[src/hw/fsc_pkg.sv]
package fsc_pkg;

  // ----------------------------------------
  // bus geometry
  // ----------------------------------------
  localparam int ADDR_W   = 18;
  localparam int DATA_W   = 16;
  localparam int SECT_LSB = 12;
  localparam int SECT_W   = 6;
  localparam int SEL_W    = 2;
  localparam int A6_BIT   = 6;

  // ----------------------------------------
  // timing, ns and derived cycles
  // ----------------------------------------
  localparam int CLK_PERIOD_NS   = 10;
  localparam int T_ACC_NS        = 70;
  localparam int T_WP_NS         = 35;
  localparam int T_RP_NS         = 500;
  localparam int T_RH_NS         = 50;
  localparam int T_READY_ALG_NS  = 20000;
  localparam int T_READY_IDLE_NS = 500;
  localparam int T_ACC_CYC       = (T_ACC_NS + CLK_PERIOD_NS - 1) / CLK_PERIOD_NS;
  localparam int T_WP_CYC        = (T_WP_NS + CLK_PERIOD_NS - 1) / CLK_PERIOD_NS;
  localparam int T_RP_CYC        = (T_RP_NS + CLK_PERIOD_NS - 1) / CLK_PERIOD_NS;
  localparam int T_RH_CYC        = (T_RH_NS + CLK_PERIOD_NS - 1) / CLK_PERIOD_NS;
  localparam int T_READY_ALG_CYC = (T_READY_ALG_NS + CLK_PERIOD_NS - 1) / CLK_PERIOD_NS;
  localparam int T_READY_IDL_CYC = (T_READY_IDLE_NS + CLK_PERIOD_NS - 1) / CLK_PERIOD_NS;
  localparam int CNT_W           = 16;

  // ----------------------------------------
  // command words, word-mode addresses
  // ----------------------------------------
  localparam logic [ADDR_W-1:0] UNLOCK1_ADDR = 18'h00555;
  localparam logic [ADDR_W-1:0] UNLOCK2_ADDR = 18'h002aa;
  localparam logic [DATA_W-1:0] UNLOCK1_DATA = 16'h00aa;
  localparam logic [DATA_W-1:0] UNLOCK2_DATA = 16'h0055;
  localparam logic [DATA_W-1:0] AUTOSEL_CMD  = 16'h0090;
  localparam logic [DATA_W-1:0] RESET_CMD    = 16'h00f0;
  localparam logic [DATA_W-1:0] BYTE_MASK    = 16'h00ff;

  // id selector codes on the low address bits
  localparam logic [SEL_W-1:0] SEL_MFR  = 2'h0;
  localparam logic [SEL_W-1:0] SEL_DEV  = 2'h1;
  localparam logic [SEL_W-1:0] SEL_PROT = 2'h2;
  localparam logic [SEL_W-1:0] SEL_CONT = 2'h3;

  localparam logic [2:0] STEP_W_LAST = 3'h4;
  localparam logic [2:0] STEP_READ   = 3'h3;

  typedef enum logic [2:0] {
    FSC_OP_READ    = 3'b000,
    FSC_OP_WRITE   = 3'b001,
    FSC_OP_ID_HV   = 3'b010,
    FSC_OP_ID_CMD  = 3'b011,
    FSC_OP_RESET   = 3'b100
  } fsc_op_t;

  typedef struct packed {
    logic              wr;
    logic              last;
    logic              capture;
    logic [ADDR_W-1:0] addr;
    logic [DATA_W-1:0] data;
  } fsc_step_t;

endpackage

[src/hw/fsc_cyc_if.sv]
`timescale 1ns/1ns
interface fsc_cyc_if;
  import fsc_pkg::*;
  logic              req;
  logic              wr;
  logic [ADDR_W-1:0] addr;
  logic [DATA_W-1:0] wdata;
  logic              ack;
  logic [DATA_W-1:0] rdata;
  modport master (output req, output wr, output addr, output wdata, input ack, input rdata);
  modport slave  (input req, input wr, input addr, input wdata, output ack, output rdata);
endinterface

[src/hw/fsc_host.sv]
`timescale 1ns/1ns
module fsc_host import fsc_pkg::*; #(
  parameter int RP_CYC    = T_RP_CYC,
  parameter int RH_CYC    = T_RH_CYC,
  parameter int RDY_ALG   = T_READY_ALG_CYC,
  parameter int RDY_IDLE  = T_READY_IDL_CYC
) (
  input  wire logic              clk,
  input  wire logic              resetn,
  input  wire logic              req,
  input  wire fsc_op_t           op,
  input  wire logic [ADDR_W-1:0] req_addr,
  input  wire logic [DATA_W-1:0] req_wdata,
  input  wire logic              byte_mode,
  output logic                   busy,
  output logic                   done,
  output logic [DATA_W-1:0]      rdata,
  output logic                   restart_needed,
  output logic                   flash_ce_n,
  output logic                   flash_oe_n,
  output logic                   flash_we_n,
  output logic                   flash_reset_n,
  output logic                   flash_byte_n,
  output logic                   flash_id_vpp_en,
  output logic [ADDR_W-1:0]      flash_addr,
  output logic [DATA_W-1:0]      flash_dq_o,
  output logic                   flash_dq_oe,
  input  wire logic [DATA_W-1:0] flash_dq_i,
  input  wire logic              ready_busy_n
);

  // ----------------------------------------
  // per-step cycle for each operation
  // ----------------------------------------
  function automatic fsc_step_t step_of(fsc_op_t o, logic [2:0] s,
                                        logic [ADDR_W-1:0] a, logic [DATA_W-1:0] d);
    fsc_step_t r;
    logic [ADDR_W-1:0] id_a;
    r    = '0;
    // sector bits and selector bits kept, everything else cleared, a6 low
    id_a = '0;
    id_a[SECT_LSB +: SECT_W] = a[SECT_LSB +: SECT_W];
    id_a[SEL_W-1:0]          = a[SEL_W-1:0];
    id_a[A6_BIT]             = 1'b0;
    unique case (o)
      FSC_OP_WRITE: begin
        r.wr   = 1'b1;
        r.last = 1'b1;
        r.addr = a;
        r.data = d;
      end
      FSC_OP_ID_HV: begin
        r.last    = 1'b1;
        r.capture = 1'b1;
        r.addr    = id_a;
      end
      FSC_OP_ID_CMD: begin
        // unlock, unlock, autoselect, read code, reset command
        r.wr = 1'b1;
        unique case (s)
          3'h0: begin r.addr = UNLOCK1_ADDR; r.data = UNLOCK1_DATA; end
          3'h1: begin r.addr = UNLOCK2_ADDR; r.data = UNLOCK2_DATA; end
          3'h2: begin r.addr = UNLOCK1_ADDR; r.data = AUTOSEL_CMD;  end
          3'h3: begin r.wr = 1'b0; r.capture = 1'b1; r.addr = id_a; end
          default: begin r.last = 1'b1; r.data = RESET_CMD; end
        endcase
      end
      default: begin
        r.last    = 1'b1;
        r.capture = 1'b1;
        r.addr    = a;
      end
    endcase
    return r;
  endfunction

  // ----------------------------------------
  // sequencer
  // ----------------------------------------
  typedef enum logic [2:0] {
    S_IDLE    = 3'b000,
    S_ISSUE   = 3'b001,
    S_WAIT    = 3'b010,
    S_RST_LOW = 3'b011,
    S_RST_REC = 3'b100,
    S_DONE    = 3'b101
  } fsc_st_t;

  fsc_st_t           st_q, st_d;
  fsc_op_t           op_q, op_d;
  logic [2:0]        step_q, step_d;
  logic [CNT_W-1:0]  cnt_q, cnt_d;
  logic [ADDR_W-1:0] a_q, a_d;
  logic [DATA_W-1:0] d_q, d_d, rd_q, rd_d;
  logic              alg_q, alg_d, rst_q, rst_d, rs_q, rs_d, byte_q, byte_d;
  fsc_step_t         cur;

  fsc_cyc_if cyc_if ();

  assign cur           = step_of(op_q, step_q, a_q, d_q);
  assign cyc_if.req    = (st_q == S_ISSUE);
  assign cyc_if.wr     = cur.wr;
  assign cyc_if.addr   = cur.addr;
  assign cyc_if.wdata  = cur.data;

  always_comb begin
    st_d   = st_q;
    op_d   = op_q;
    step_d = step_q;
    cnt_d  = cnt_q;
    a_d    = a_q;
    d_d    = d_q;
    rd_d   = rd_q;
    alg_d  = alg_q;
    rst_d  = rst_q;
    rs_d   = rs_q;
    byte_d = byte_q;
    // a new write clears the restart flag; a fresh interrupt sets it again
    if (req && st_q == S_IDLE && op == FSC_OP_WRITE) rs_d = 1'b0;
    unique case (st_q)
      S_IDLE: begin
        byte_d = byte_mode;
        if (req) begin
          op_d   = op;
          a_d    = req_addr;
          d_d    = req_wdata;
          step_d = '0;
          cnt_d  = '0;
          st_d   = (op == FSC_OP_RESET) ? S_RST_LOW : S_ISSUE;
        end
      end
      S_ISSUE: st_d = S_WAIT;
      S_WAIT: begin
        if (cyc_if.ack) begin
          if (cur.capture) begin
            // byte mode: upper lanes are not driven by the device
            rd_d = byte_q ? (cyc_if.rdata & BYTE_MASK) : cyc_if.rdata;
          end
          step_d = step_q + 1'b1;
          st_d   = cur.last ? S_DONE : S_ISSUE;
        end
      end
      S_RST_LOW: begin
        rst_d = 1'b1;
        cnt_d = cnt_q + 1'b1;
        if (cnt_q == '0) begin
          alg_d = !ready_busy_n;
          if (!ready_busy_n) rs_d = 1'b1;
        end
        // first cycle only launches reset_n low, so count RP_CYC full cycles
        if (cnt_q == CNT_W'(RP_CYC)) begin
          rst_d = 1'b0;
          cnt_d = '0;
          st_d  = S_RST_REC;
        end
      end
      S_RST_REC: begin
        cnt_d = cnt_q + 1'b1;
        // ready pin is trusted, recovery time is the upper bound
        if ((cnt_q >= CNT_W'(RH_CYC - 1) && ready_busy_n) ||
            cnt_q == CNT_W'((alg_q ? RDY_ALG : RDY_IDLE) - 1)) begin
          st_d = S_DONE;
        end
      end
      S_DONE: st_d = S_IDLE;
      default: st_d = S_IDLE;
    endcase
  end

  always_ff @(posedge clk or negedge resetn) begin
    if (!resetn) begin
      st_q   <= S_IDLE;
      op_q   <= FSC_OP_READ;
      step_q <= '0;
      cnt_q  <= '0;
      a_q    <= '0;
      d_q    <= '0;
      rd_q   <= '0;
      alg_q  <= 1'b0;
      rst_q  <= 1'b0;
      rs_q   <= 1'b0;
      byte_q <= 1'b0;
    end else begin
      st_q   <= st_d;
      op_q   <= op_d;
      step_q <= step_d;
      cnt_q  <= cnt_d;
      a_q    <= a_d;
      d_q    <= d_d;
      rd_q   <= rd_d;
      alg_q  <= alg_d;
      rst_q  <= rst_d;
      rs_q   <= rs_d;
      byte_q <= byte_d;
    end
  end

  // id voltage only while a high-voltage read is in flight
  logic vpp_q;
  always_ff @(posedge clk or negedge resetn) begin
    if (!resetn) vpp_q <= 1'b0;
    else         vpp_q <= (op_d == FSC_OP_ID_HV) && (st_d == S_ISSUE || st_d == S_WAIT);
  end

  fsc_bus_cycle u_cyc (
    .clk    (clk),
    .resetn (resetn),
    .cyc    (cyc_if.slave),
    .ce_n   (flash_ce_n),
    .oe_n   (flash_oe_n),
    .we_n   (flash_we_n),
    .addr   (flash_addr),
    .dq_o   (flash_dq_o),
    .dq_oe  (flash_dq_oe),
    .dq_i   (flash_dq_i)
  );

  assign busy            = (st_q != S_IDLE);
  assign done            = (st_q == S_DONE);
  assign rdata           = rd_q;
  assign restart_needed  = rs_q;
  assign flash_reset_n   = !rst_q;
  assign flash_byte_n    = !byte_q;
  assign flash_id_vpp_en = vpp_q;

  // ----------------------------------------
  // checks
  // ----------------------------------------
  logic [CNT_W-1:0] low_cnt_q;
  logic [DATA_W-1:0] last_wd_q;
  always_ff @(posedge clk or negedge resetn) begin
    if (!resetn) begin
      low_cnt_q <= '0;
      last_wd_q <= '0;
    end else begin
      low_cnt_q <= flash_reset_n ? '0 : low_cnt_q + 1'b1;
      if (!flash_we_n) last_wd_q <= flash_dq_o;
    end
  end
endmodule

[src/hw/fsc_bus_cycle.sv]
`timescale 1ns/1ns
module fsc_bus_cycle import fsc_pkg::*; #(
  parameter int ACC_CYC = T_ACC_CYC,
  parameter int WP_CYC  = T_WP_CYC
) (
  input  wire logic              clk,
  input  wire logic              resetn,
  fsc_cyc_if.slave               cyc,
  output logic                   ce_n,
  output logic                   oe_n,
  output logic                   we_n,
  output logic [ADDR_W-1:0]      addr,
  output logic [DATA_W-1:0]      dq_o,
  output logic                   dq_oe,
  input  wire logic [DATA_W-1:0] dq_i
);

  // ----------------------------------------
  // one asynchronous bus cycle per request
  // ----------------------------------------
  typedef enum logic [1:0] {
    E_IDLE   = 2'b00,
    E_SETUP  = 2'b01,
    E_STROBE = 2'b10,
    E_HOLD   = 2'b11
  } fsc_cyc_st_t;

  fsc_cyc_st_t       st_q, st_d;
  logic [CNT_W-1:0]  cnt_q, cnt_d;
  logic              wr_q, wr_d;
  logic [ADDR_W-1:0] addr_q, addr_d;
  logic [DATA_W-1:0] wd_q, wd_d, rd_q, rd_d;

  always_comb begin
    st_d   = st_q;
    cnt_d  = cnt_q;
    wr_d   = wr_q;
    addr_d = addr_q;
    wd_d   = wd_q;
    rd_d   = rd_q;
    unique case (st_q)
      E_IDLE: begin
        if (cyc.req) begin
          wr_d   = cyc.wr;
          addr_d = cyc.addr;
          wd_d   = cyc.wdata;
          st_d   = E_SETUP;
        end
      end
      E_SETUP: begin
        cnt_d = '0;
        st_d  = E_STROBE;
      end
      E_STROBE: begin
        cnt_d = cnt_q + 1'b1;
        // sample on the last strobe cycle, access time has elapsed
        if (cnt_q == CNT_W'(wr_q ? WP_CYC - 1 : ACC_CYC - 1)) begin
          if (!wr_q) rd_d = dq_i;
          st_d = E_HOLD;
        end
      end
      E_HOLD: st_d = E_IDLE;
    endcase
  end

  always_ff @(posedge clk or negedge resetn) begin
    if (!resetn) begin
      st_q   <= E_IDLE;
      cnt_q  <= '0;
      wr_q   <= 1'b0;
      addr_q <= '0;
      wd_q   <= '0;
      rd_q   <= '0;
    end else begin
      st_q   <= st_d;
      cnt_q  <= cnt_d;
      wr_q   <= wr_d;
      addr_q <= addr_d;
      wd_q   <= wd_d;
      rd_q   <= rd_d;
    end
  end

  // pin registers: strobes only low in the strobe phase
  logic ce_q, oe_q, we_q, dqoe_q;
  always_ff @(posedge clk or negedge resetn) begin
    if (!resetn) begin
      ce_q   <= 1'b1;
      oe_q   <= 1'b1;
      we_q   <= 1'b1;
      dqoe_q <= 1'b0;
    end else begin
      ce_q   <= !(st_d == E_STROBE);
      oe_q   <= !(st_d == E_STROBE && !wr_d);
      we_q   <= !(st_d == E_STROBE && wr_d);
      // data held one cycle past we rise for hold time
      dqoe_q <= wr_d && (st_d == E_STROBE || st_d == E_HOLD);
    end
  end

  assign ce_n      = ce_q;
  assign oe_n      = oe_q;
  assign we_n      = we_q;
  assign addr      = addr_q;
  assign dq_o      = wd_q;
  assign dq_oe     = dqoe_q;
  assign cyc.ack   = (st_q == E_HOLD);
  assign cyc.rdata = rd_q;
endmodule

[config.mk]
export PLATFORM = sky130hd
export DESIGN_NAME = fsc_host
export DESIGN_NICKNAME = d
export VERILOG_FILES = /design/src/hw/fsc_pkg.sv /design/src/hw/fsc_cyc_if.sv /design/src/hw/fsc_host.sv /design/src/hw/fsc_bus_cycle.sv
export SDC_FILE = /design/constraint.sdc
export NUM_CORES = 1
export LEC_CHECK = 0
export BUFFER_PORTS_ARGS = -buffer_cell sky130_fd_sc_hd__buf_2
export CELL_PAD_IN_SITES_DETAIL_PLACEMENT = 1
export CELL_PAD_IN_SITES_GLOBAL_PLACEMENT = 1
export CORE_MARGIN = 4
export CORE_UTILIZATION = 43
export DETAILED_ROUTE_END_ITERATION = 6
export PLACE_DENSITY_LB_ADDON = 0.3
export SLEW_MARGIN = 20
export SYNTH_ARGS = -nofsm -noshare
export SYNTH_HDL_FRONTEND = slang
export SYNTH_SLANG_ARGS = --single-unit
[constraint.sdc]
create_clock -name clk -period 2.6 [get_ports clk]
set_input_delay 0.52 -clock clk [delete_from_list [all_inputs] [get_ports clk]]
set_output_delay 0.52 -clock clk [all_outputs]
set_load 0.005 [all_outputs]
Word level (Yosys, flattened, before mapping)

Index checks and enable logic that the tools add are counted.

Add/subtract/negate cells: 4
Muxes and demuxes: 39
Bitwise gates (word level): 1
Reduce and logical (&&, ||, !) cells: 34
Equal/unequal tests: 26
Magnitude comparators: 1

Operators by type and width:

| operator                                             | count |
|---|---|
| one-hot mux 16 bit (2 select lines)                  | 2 |
| one-hot mux 18 bit (3 select lines)                  | 1 |
| two-way mux 16 bit                                   | 3 |
| one-hot mux 16 bit (3 select lines)                  | 1 |
| one-hot mux 18 bit (2 select lines)                  | 1 |
| adder 16 x 1 -> 16 bit, second input constant        | 2 |
| == test 16 bit                                       | 2 |
| one-hot mux 8 bit (4 select lines)                   | 1 |
| two-way mux 3 bit                                    | 10 |
| == test 3 x 2 -> 1 bit, second input constant        | 8 |
| == test 16 x 6 -> 1 bit, second input constant       | 1 |
| >= comparator 16 x 3 -> 1 bit, second input constant | 1 |
| logical NOT 16 bit                                   | 1 |
| == test 3 x 1 -> 1 bit, second input constant        | 5 |
| one-hot mux 3 bit (5 select lines)                   | 1 |
| subtractor 11 x 1 -> 12 bit, second input constant   | 1 |
| two-way mux 1 bit                                    | 11 |
| two-way mux 11 bit                                   | 1 |
| == test 3 bit, second input constant                 | 3 |
| AND reduction 3 bit                                  | 3 |
| == test 2 bit, second input constant                 | 4 |
| one-hot mux 2 bit (4 select lines)                   | 1 |
| AND reduction 2 bit                                  | 4 |
| logical AND 1 bit                                    | 7 |
| other kinds (15)                                     | 30 |

Input port bits: 58
Logic and storage cells: 127
Flip-flop bits (word level): 153
Output and inout bits: 60

Depth between registers and ports, before layout

Gate-level depths: netlist of run 1.

Depth after elaboration: 10
Mapped depth: 8
Depth with buffers taken out: 7

By module

A second synthesis of run 1 with hierarchy kept.

Cells, all modules: 596
Area, all modules: 7166.9 um2

Modules (own cells, without submodules):

| module        | cells an instance | seq. area each (um2) | times used | area each (um2) |
|---|---|---|---|---|
| fsc_host      | 372               | 2001.9               | 1          | 4056.4 |
| fsc_bus_cycle | 224               | 1830.5               | 1          | 3110.5 |

Worst setup path before layout of run 1

Ideal clock, no wire load.

Kind: register to register
From: register step_q[0]
To: register rd_q[10], in the netlist rdata[10]
Clock period less this slack: 1902 ps
Stages on the path, launching flop included: 8
Library setup time: 125 ps
Buffers on the path: 1
Arrival: 1778 ps
Path slack: 698 ps
Data required time: 2475 ps
Cells stage by stage: dfrtp_1 ha_1 ha_1 nor2_1 nor2_1 nand2_1 buf_2 mux2_2

Word-level cells in the longest chain between the ends: 4

RTL lines:

| item                                 | RTL line        | RTL |
|---|---|---|
| start, declared                      | fsc_host.sv:91  | `logic [2:0] step_q, step_d;` |
| start signal, assigned               | fsc_host.sv:186 | `step_q <= step_d;` |
| == test 3 x 2 -> 1 bit               | fsc_host.sv:60  | `unique case (s)` |
| two-way mux 1 bit                    | fsc_host.sv:60  |  |
| one-hot mux 1 bit (2 select lines)   | fsc_host.sv:45  | `unique case (o)` |
| AND reduction 3 bit (no source line) | --              |  |
| end signal, assigned                 | fsc_host.sv:190 | `rd_q <= rd_d;` |
| end, declared                        | fsc_host.sv:94  | `logic [DATA_W-1:0] d_q, d_d, rd_q, rd_d;` |

No other way between the ends.
A chain may end at the register's enable or synchronous reset.

Final worst setup path of run 1

From: register st_q[2]
To: register cnt_q[14]

Word-level cells in the longest chain between the ends: 3
Elaborated cells on any way between the ends: 7
Those cells by class: 3 x eq/ne; 1 x mux; 3 x reduce/logical

RTL lines:

| item                                                                 | RTL line        | RTL |
|---|---|---|
| start, declared                                                      | fsc_host.sv:89  | `fsc_st_t st_q, st_d;` |
| start signal, assigned                                               | fsc_host.sv:184 | `st_q <= st_d;` |
| == test 3 bit, or another cell as far along                          | fsc_host.sv:120 | `unique case (st_q)` |
| nonzero test 3 bit (no source line) or != test 2 bit (tied branches) | --              |  |
| AND reduction 2 bit (no source line)                                 | --              |  |
| end signal, assigned                                                 | fsc_host.sv:187 | `cnt_q <= cnt_d;` |
| end, declared                                                        | fsc_host.sv:92  | `logic [CNT_W-1:0] cnt_q, cnt_d;` |

Parallel ways exist; a longest one is shown, timed or not.

==> metrics.md, run 1 <==
| Metric | Value |
|---|---|
| Status | `finished, final reports clean` |
| Starting Density | `0.444` |
| Multi-input logic area | `2810 um2` |
| Crit path DAT | `2630 ps` |
| Power Total | `5.20 mW` |
| EDFF count, synth | `0` |
| WP data required | `2960 ps` |
| CORE AREA | `15,400 um2` |
| CTS root buf | `clkbuf_16` |
| Max Cap Viol | `0` |
| Detailed-placement wirelength estimate | `12.4 mm` |
| Mux cell area share after synthesis | `0.0676` |
| DR iter-0 viols | `263` |
| Setup-failing EPs final | `0` |
| Skew final | `8.96 ps` |
| H-tree depth | `4` |
| Top_reg_cell synth | `dfrtp_1` |
| Routed Antenna Nets | `0` |
| Clock sink count | `153` |
| Clk_lat worst skew | `430 ps` |
| Gpl congestion | `0.838` |
| Sequential share of the synthesized area | `0.560` |
| CTS Buf Count | `17` |
| Layout cells sized above 1 | `0.263` |
| Pre-CTS setup slack | `389 ps` |
| Worst-path maximum fanout | `13` |
| Die footprint | `18,000 um2` |
| Worst-margin pin slew | `729 ps` |
| Die width | `134 um` |
| Pwr Density | `625 nW/um2` |
| Metal2 WL | `9.12 mm` |
| Syn-to-layout area delta | `21.6%` |
| Pins over their slew limit | `0` |
| Antenna diode count | `0` |
| CTS Buffer Depth | `2` |
| Setup bufs post-CTS | `0` |
| Initial antenna violation count | `0` |
| GRT Total Usage | `0.213` |
| Asr flop ratio synth | `1.00` |
| Post-synth top cells | `170 x nand2_1, 150 x dfrtp_1, 61 x nor2_1` |
| Crit end category | `flop` |
| Seq. cell area | `3830 um2` |
| Synth Area in Compound Gates | `0.0676` |
| Vias | `5,343` |
| Layout net count | `868` |
| Post-cts hold buffer count | `0` |
| Most common cell in the synthesized netlist | `nand2_1` |
| Area share of and/or/nand/nor cells after synthesis | `0.222` |
| Cell variety after synth | `56` |
| CTS tree | `built` |
| GRT Residual Overflow | `0` |
| Pin count of the biggest net entering global routing | `78` |
| #FFs+latches synth | `153` |
| Type of the worst setup path | `reg2reg` |
| Relative slew slack | `0.514` |
| Startpoint types | `flop` |
| Synth Area in Adders | `0.0238` |
| Global-route wire length before repair | `30.6 mm` |
| 1st-pass router iterations | `4` |
| Vias/cell | `5.24` |
| Hold Path Class | `in2async` |
| Yosys Warn Count | `0` |
| RSZ-0062 raised after global routing | `false` |
| Yosys top cell area share | `0.548` |
| Die height | `134 um` |
| Setup TNS | `0 ps` |
| Leak | `4.24 nW` |
| Top Metal Used | `met4` |
| Most area-consuming cells after synthesis | `dfrtp_1 55%, nand2_1 9.3%, mux2_2 4.3%` |
| Main combinational cell family by area after synthesis | `simple AND/OR/NAND/NOR gates` |
| Max rail drop VDD | `0.000484 V` |
| PnR worst setup slack | `331 ps` |
| Vias in the first global route | `5,918` |
| Post-Route WL | `18.1 mm` |
| Layout fillers | `1,811` |
| Final period util | `0.873` |
| Fin crit period | `2270 ps` |
| Residual DRC | `0` |
| Post-CTS resize count | `0` |
| Met3 wire length | `707 um` |
| Syn Std Cell Area | `6850 um2` |
| Fmax | `441 MHz` |
| Clk pin slew, worst setup/hold paths | `60 ps` |
| Site Rows | `45` |
| M1 WL | `7.98 mm` |
| Syn Nets | `745` |
| WL/cell | `17.7 um` |
| Area leader, netlist | `dfrtp_1` |
| Mapped Cells | `674` |
| Fin. Hold Viols | `0` |
| Port Buffer Count | `117` |
| Synth Area in XOR/XNOR | `0.0294` |
| Ports | `118` |
| Synth Area per Inst | `10.2 um2` |
| Hold WS | `97.2 ps` |
==> kinds of logic after synthesis <==
family	Yosys count
compound gates	70
xor+xnor	23
fa+ha+maj	13
mux	38
buf+inv	47
simple gates	330
flops	153
==> critical path, cell delays in order (launching register included) <==
cell and delay (ps):
dfrtp_1 590, nor2_1 160, o31ai_2 530, nand3_1 280, or4_1 460, a21oi_1 160
==> stage by stage <==
step / area (um2) / utilization / instances
2_1_floorplan: 6850 / - / 674
5_1_grt: 8330 / 0.540 / 1020
3_5_place_dp: 7710 / 0.500 / 989
6_report: 8330 / 0.540 / 1020
3_3_place_gp: 7710 / 0.500 / 989
4_1_cts: 8330 / 0.540 / 1020
==> registers in the layout, indices dropped and copies added (netlist names), 2 cells and up <==
register and flops:
a_q 18, cnt_q 16, d_q 16, op_q 3
rdata 16, st_q 3, step_q 3, u_cyc.addr 18
u_cyc.cnt_q 16, u_cyc.cyc.rdata 16, u_cyc.dq_o 16, u_cyc.st_q 2
==> report_power, final <==
| group | leakage [nW] | internal [mW] | total (mW) | switching (mW) |
|---|---|---|---|---|
| sequential | 2.02 | 2.41 | 2.43 | 0.0184 |
| combinational | 1.93 | 0.0587 | 0.156 | 0.0976 |
| clock | 0.291 | 1.62 | 2.62 | 0.995 |
==> cell type report <==
class,instances,share of cell area
Clock buffer,19,0.0532
Multi-Input combinational cell,474,0.338
Inverter,19,0.00856
Clock inverter,12,0.0209
Sequential cell,153,0.460
Timing Repair Buffer,132,0.0876
Tap cell,211,0.0317
==> layout by cell type, fill, tap and decap left out, types with 3 or more instances in the layout <==
master	n
and2_1	3
bufinv_16	4
a31oi_1	7
a211oi_1	3
and4_1	3
nor3_1	10
dfstp_2	3
clkinvlp_4	4
inv_1	19
xor2_1	15
o31ai_1	3
clkbuf_16	17
buf_4	13
and3_1	8
ha_1	13
nor4_1	8
nand2b_1	3
nor2_1	61
dfrtp_1	150
xnor2_1	8
o21ai_0	15
mux2_2	26
nand2_1	170
mux2_4	10
nand3b_1	3
o31a_1	3
buf_2	116
nand3_1	26
a21oi_1	19
nand4_1	9
clkinv_2	3
a22o_1	7
nor2b_1	12
==> final timing paths <==
path / depth (start not counted) / slack, ps / start / end
min in group clk: 3 / 280 / req_wdata[2] / d_q[2]$_DFFE_PN0P_
min: 1 / 100 / resetn / rdata[6]$_DFFE_PN0P_
max reg2reg: 5 / 330 / st_q[2]$_DFF_PN0_ / cnt_q[14]$_DFFE_PN0P_
min reg2reg: 2 / 460 / u_cyc.dq_o[9]$_DFFE_PN0P_ / u_cyc.dq_o[9]$_DFFE_PN0P_
max in group asynchronous: 2 / 1710 / resetn / u_cyc.cnt_q[3]$_DFFE_PN0P_
max: 5 / 330 / st_q[2]$_DFF_PN0_ / cnt_q[14]$_DFFE_PN0P_
==> routing by layer <==
metal  track usage  vias up
met3        0.0506       23
li1              -     2531
met4        0.0662        0
met1         0.266     2688
met5             0        -
met2         0.368      101
No activity file was read; power rests on OpenSTA's default activity.
==> inputs of run 2 (changes only) <==
Settings changed: CORE_UTILIZATION 43 to 45, SYNTH_HIERARCHICAL set to 1.
==> metrics.md, run 2 <==
| Metric | Value |
|---|---|
| Status | `finished, final reports clean` |
| Worst-margin pin slew | `530 ps (-199 ps)` |
| Reg2Reg Depth | `7 (+2)` |
| Area leader, netlist | `dfrtp_1` |
| Final instance area | `8610 um2 (+3.4%)` |
| WL/cell | `19.1 um (+7.8%)` |
| Global-route wire length before repair | `29.2 mm (-4.7%)` |
| Layout fillers | `1,665 (-8.1%)` |
| Commonest cells after routing, fill and taps aside | `150 x dfrtp_1, 116 x buf_2, 92 x mux2_2, 51 x nand2_1, 30 x nor2_1` |
| Hold WS | `41.8 ps (-55.4 ps)` |
| Fmax | `465 MHz (+5.5%)` |
| Relative slew slack | `0.647 (+0.133)` |
| Startpoint types | `flop` |
| Setup TNS | `0 ps (unchanged)` |
| Cell variety after synth | `71 (+27%)` |
| Cells along the critical path | `inv_1 > ha_1 > nor4b_2 > nand4_2 > nor2_4 > buf_4 > mux2_2` |
| Port Buffer Count | `117 (unchanged)` |
| GRT Residual Overflow | `0 (unchanged)` |
| Gpl congestion | `0.827 (-1.3%)` |
| Detailed-placement wirelength estimate | `12.5 mm (+0.81%)` |
| Most area-consuming cells after synthesis | `dfrtp_1 52%, mux2_2 14%, nand2_1 2.7%` |
| 1st-pass router iterations | `4 (unchanged)` |
| Most common cell in the synthesized netlist | `dfrtp_1` |
| Syn Std Cell Area | `7170 um2 (+4.7%)` |
| Vias in the first global route | `5,490 (-7.2%)` |
| Residual DRC | `0 (unchanged)` |
| Fin crit period | `2150 ps (-118 ps)` |
| Clock sink count | `153 (unchanged)` |
| Pwr Density | `1110 nW/um2 (+77%)` |
| Clk pin slew, worst setup/hold paths | `60 ps (about the same)` |
| Die footprint | `18,000 um2 (about the same)` |
| RSZ-0062 raised after global routing | `false` |
| Post-synth top cells | `150 x dfrtp_1, 92 x mux2_2, 51 x nand2_1` |
| Hold Path Class | `in2async` |
| CTS Buffer Depth | `2 (unchanged)` |
| Most common cell after layout, fill and taps aside | `dfrtp_1` |
| Final period util | `0.827 (-0.0454)` |
| H-tree depth | `4 (unchanged)` |
| Sequential share of the synthesized area | `0.535 (-0.0250)` |
| Pre-CTS setup slack | `440 ps (+51.0 ps)` |
| Pin count of the biggest net entering global routing | `56 (-28%)` |
| Layout net count | `790 (-9.0%)` |
| Layout cells sized above 1 | `0.399 (+0.136)` |
| CTS Buf Count | `17 (unchanged)` |
| Synth Area per Inst | `12.0 um2 (+18%)` |
| Mapped Cells | `596 (-12%)` |
| Crit path DAT | `2460 ps (-170 ps)` |
| Yosys top cell area share | `0.524 (-0.0245)` |
| Clk_lat worst skew | `430 ps (about the same)` |
| Vias | `5,053 (-5.4%)` |
| Placed Area | `7990 um2 (+3.6%)` |
| Max Cap Viol | `0 (unchanged)` |
| Syn Nets | `667 (-10%)` |
| Die width | `134 um (about the same)` |
| Post-CTS resize count | `0 (unchanged)` |
| Site Rows | `45 (unchanged)` |
| Pins over their slew limit | `0 (unchanged)` |
| Ports | `118 (unchanged)` |
| Setup bufs post-CTS | `0 (unchanged)` |
| Initial antenna violation count | `1 (+1)` |
| Post-Route WL | `18.0 mm (-0.22%)` |
| PnR worst setup slack | `450 ps (+118 ps)` |
| CTS root buf | `clkbuf_16` |
| Post-Route Utilization | `0.558 (+0.0183)` |
| Yosys Warn Count | `6 (+6)` |
| #FFs+latches synth | `153 (unchanged)` |
| GRT Total Usage | `0.205 (-0.00856)` |
| CP max stage cell | `dfrtp_1` |
| Vias/cell | `5.35 (+2.2%)` |
| Crit end category | `flop` |
| CP max stage delay | `400 ps (-190 ps)` |
| Worst-path maximum fanout | `16 (+3)` |
| Die height | `134 um (about the same)` |
| Top_reg_cell synth | `dfrtp_1` |
| CTS tree | `built` |
| Syn-to-layout area delta | `20.1%` |
| Post-cts hold buffer count | `0 (unchanged)` |
| Type of the worst setup path | `reg2reg` |
| Skew final | `10.1 ps (+1.18 ps)` |
| Starting Density | `0.465 (+0.0208)` |
| Fin. Hold Viols | `0 (unchanged)` |
| DR iter-0 viols | `214 (-19%)` |
| CORE AREA | `15,400 um2 (unchanged)` |
| Setup-failing EPs final | `0 (unchanged)` |
| Routed Antenna Nets | `0 (unchanged)` |
| Max rail drop VDD | `0.000538 V (+11%)` |
| WP data required | `2910 ps (-50 ps)` |
| EDFF count, synth | `0 (unchanged)` |
| Asr flop ratio synth | `1.00 (unchanged)` |
| Leak | `4.21 nW (-0.59%)` |
## run 2: cell count changes after synthesis, moves of 9 or more
| cell | previous run | this run |
|---|---|---|
| nand2_1 | 170 | 51 |
| xor2_1 | 15 | 4 |
| a21oi_1 | 19 | 10 |
| mux2_2 | 26 | 92 |
| nor2_1 | 61 | 30 |
| nand3_1 | 26 | 15 |
## run 2: metrics by stage
step / std cells / power, mW
after detailed placement: 911 / 6.98
after global placement: 911 / 6.73
after CTS: 943 / 9.66
final: 944 / 9.54
after global routing: 944 / 10.1
after floorplan: 596 / 5.85
## run 2: final timing paths
check                      slack [ps]                        endpoint               startpoint
max                               450  u_cyc/cyc.rdata[4]$_DFFE_PN0P_  u_cyc/st_q[0]$_DFF_PN0_
min                                40             d_q[11]$_DFFE_PN0P_                   resetn
max reg2reg                       450  u_cyc/cyc.rdata[4]$_DFFE_PN0P_  u_cyc/st_q[0]$_DFF_PN0_
min reg2reg                       500             a_q[11]$_DFFE_PN0P_      a_q[11]$_DFFE_PN0P_
min in group clk                  320  u_cyc/cyc.rdata[6]$_DFFE_PN0P_            flash_dq_i[6]
max in group asynchronous        1770            u_cyc/we_n$_DFF_PN1_                   resetn
## run 2: power by group
group,switching [mW],internal [mW]
Sequential,0.588,3.22
Combinational,1.56,1.57
Clock,1.02,1.57
## run 2: critical path, delay by kind of cell, from the launching register on
family | cells | cell delay (ps)
simple gates | 3 | 520
flops | 1 | 400
mux | 1 | 380
fa+ha+maj | 1 | 330
buf+inv | 2 | 390
## run 2: cells by family after synthesis
group,after synthesis,share of synthesized area
AO/OA/AOI/OAI,60,0.0555
multiplexers,108,0.174
adder cells (fa/ha/maj),13,0.0227
AND/OR/NAND/NOR,200,0.161
buffers and inverters,45,0.0314
XOR/XNOR,17,0.0208
flip-flops,153,0.535
## run 2: routing by layer
| metal | up-vias | track usage | part of all wire |
|---|---|---|---|
| met3 | 20 | 0.0413 | 0.029 |
| met4 | 0 | 0.0650 | 0.013 |
| li1 | 2358 | - | - |
| met2 | 82 | 0.363 | 0.54 |
| met5 | - | 0 | 0 |
| met1 | 2593 | 0.251 | 0.42 |
## run 2: layout make-up
| type | count | area (um2) | share of cell area |
|---|---|---|---|
| Sequential cell | 153 | 3830 | 0.445 |
| Timing Repair Buffer | 129 | 707 | 0.0821 |
| Antenna cell | 1 | 2.50 | 0.000291 |
| Clock buffer | 20 | 457 | 0.0530 |
| Inverter | 20 | 75.1 | 0.00872 |
| Multi-Input combinational cell | 398 | 3110 | 0.361 |
| Tap cell | 211 | 264 | 0.0307 |
| Clock inverter | 12 | 163 | 0.0189 |
==> inputs of run 3 (changes only) <==
Clock period 2.6 ns to 2 ns, I/O delays scaled along.
==> metrics.md, run 3 (synthesis results as in run 2) <==
| Metric | Value |
|---|---|
| Vias | `5,205 (+3.0%)` |
| Final period util | `0.981 (+0.154)` |
| GR Util met2 | `0.384 (+0.0207)` |
| Logic pwr share | `0.347 (+0.018)` |
| Reg2Reg Depth | `5 (-2)` |
| Placed Area | `8150 um2 (+2.0%)` |
| Pint | `8.76 mW (+37%)` |
| H-tree depth | `4 (unchanged)` |
| Global-route wire length before repair | `30.9 mm (+5.8%)` |
| Final instance area | `8920 um2 (+3.6%)` |
| Hold Path Class | `in2reg` |
| Met3 Resource Use GR | `0.0413 (unchanged)` |
| Pwr Density | `1460 nW/um2 (+32%)` |
| Top Usage Layer GRT | `met2` |
| Vias/cell | `5.39 (+0.66%)` |
| 1st-pass router iterations | `5 (+1)` |
| Skew final | `11.9 ps (+1.70 ps)` |
| Post-Route WL | `19.2 mm (+6.4%)` |
| Cells along the critical path | `or4_4 > nor4_2 > o21a_2 > o21ai_0 > a21o_1` |
| WL/cell | `19.9 um (+4.0%)` |
| Non-Filler Instances | `966 (+2.3%)` |
| WP data required | `2320 ps (-590 ps)` |
| Port Buffer Count | `117 (unchanged)` |
| Type of the worst setup path | `reg2reg` |
| Vias in the first global route | `5,749 (+4.7%)` |
| Clk pin slew, worst setup/hold paths | `70 ps (about the same)` |
| Die height | `134 um (unchanged)` |
| Power Total | `13.0 mW (+37%)` |
| Residual DRC | `0 (unchanged)` |
| Detailed-placement wirelength estimate | `12.6 mm (+0.63%)` |
| CTS tree | `built` |
| Ports | `118 (unchanged)` |
| Worst-path maximum fanout | `9 (-7)` |
| CTS Buf Count | `17 (unchanged)` |
| Setup-failing EPs final | `0 (unchanged)` |
| Layout cells sized above 1 | `0.426 (+0.0268)` |
| Cells on Worst Hold Path | `3` |
| Initial antenna violation count | `1 (unchanged)` |
| Clk_lat worst skew | `430 ps (about the same)` |
| Leak | `4.37 nW (+3.8%)` |
| Hold WS | `188 ps (+146 ps)` |
| Fin crit period | `1960 ps (-188 ps)` |
| Layout net count | `813 (+2.9%)` |
| Status | `finished, final reports clean` |
| GRT Total Usage | `0.216 (+0.0114)` |
| Crit path DAT | `2290 ps (-170 ps)` |
| CP max stage cell | `or4_4` |
| Fin. Hold Viols | `0 (unchanged)` |
| Die width | `134 um (unchanged)` |
| Gpl congestion | `0.861 (+4.2%)` |
| CORE AREA | `15,400 um2 (unchanged)` |
| Startpoint types | `flop` |
| Switching power total | `4.29 mW (+35%)` |
| GRT Residual Overflow | `0 (unchanged)` |
| Worst-margin pin slew | `509 ps (-20.8 ps)` |
| Syn-to-layout area delta | `24.5%` |
| Met1 usage in global routing | `0.266 (+0.0147)` |
| Relative slew slack | `0.661 (+0.0138)` |
| CP max stage delay | `570 ps (+170 ps)` |
| Clock sink count | `153 (unchanged)` |
| Commonest cells after routing, fill and taps aside | `149 x dfrtp_1, 116 x buf_2, 92 x mux2_2, 51 x nand2_1, 30 x nor2_1` |
| Die footprint | `18,000 um2 (unchanged)` |
| Clk pwr share | `0.275 (+0.003)` |
| CTS Buffer Depth | `2 (unchanged)` |
| Site Rows | `45 (unchanged)` |
| Post-Route Utilization | `0.579 (+0.0204)` |
| Placed Cells | `926 (+1.6%)` |
| Pin count of the biggest net entering global routing | `57 (+1.8%)` |
| Most common cell after layout, fill and taps aside | `dfrtp_1` |
| CTS root buf | `clkbuf_16` |
| Sw frac | `0.329 (-0.00339)` |
| Routed Antenna Nets | `0 (unchanged)` |
| Reg power frac | `0.378 (-0.022)` |
| Fmax | `510 MHz (+9.6%)` |
| Starting Density | `0.465 (unchanged)` |
| Pins over their slew limit | `0 (unchanged)` |
| Max rail drop VDD | `0.000719 V (+34%)` |
| RSZ-0062 raised after global routing | `true` |
| DR iter-0 viols | `176 (-18%)` |
| Max Cap Viol | `0 (unchanged)` |
| Crit end category | `flop` |
## run 3: changes by cell type in the layout (fill, tap and decap cells not counted), sizes merged
cell and delta:
dlygate4sd3 +1, buf +21, clkinv -2, clkbuf +1, and2 +1, bufinv +2
inv -2
## run 3: worst paths after layout
kind                                               start                  endpoint  slack (ps)
worst min-delay path                           byte_mode        byte_q$_DFFE_PN0P_         190
worst max-delay path                cnt_q[8]$_DFFE_PN0P_      cnt_q[3]$_DFFE_PN0P_          40
min in group asynchronous                         resetn     rdata[10]$_DFFE_PN0P_         360
worst max register to register      cnt_q[8]$_DFFE_PN0P_      cnt_q[3]$_DFFE_PN0P_          40
worst min register to register  restart_needed$_DFF_PN0_  restart_needed$_DFF_PN0_         490
max in group asynchronous                         resetn         rst_q$_DFFE_PN0P_         920
## run 3: metrics by stage
step / setup slack, ps / setup TNS, ps
final: 37.8 / 0
after global routing: -77.4 / -839
after CTS: 21.0 / 0
after detailed placement: -1.83 / -1.83
after global placement: 71.2 / 0
after floorplan: 78.8 / 0
## run 3: power groups by stage
stage               Clock, mW  Combinational, mW  Sequential [mW]
finish                   3.59               4.53             4.93
global route             3.79               5.01             5.08
CTS                      3.63               4.44             4.94
detailed placement          0               4.30             4.95
global placement            0               4.09             4.84
floorplan                   0               2.86             4.74
## run 3: cell type report
class,instances,area (um2)
Antenna cell,1,2.50
Clock buffer,21,460
Clock inverter,10,191
Fill cell,1661,6500
Inverter,20,75.1
Multi-Input combinational cell,399,3170
Sequential cell,153,3830
Tap cell,211,264
Timing Repair Buffer,151,925
## run 3: worst max-delay path: cells and delay by family (launching register included)
family / cells / cell delay, ps
AND/OR/NAND/NOR: 2 / 860
AO/OA/AOI/OAI: 3 / 620
flip-flops: 1 / 390
## run 3: timing repair
item	4_1_cts	5_1_grt
cloned	0	1
pin swaps	0	5
resized for setup	4	10
buffers inserted	0	6
hold buffers	1	0
hold endpoints to repair	9	0
setup endpoints to repair	16	47
## run 3: per-layer routing
metal,routed length [um],share of wire
met2,10300,0.54
met1,7830,0.41
met5,0,0
met3,670,0.035
met4,380,0.020
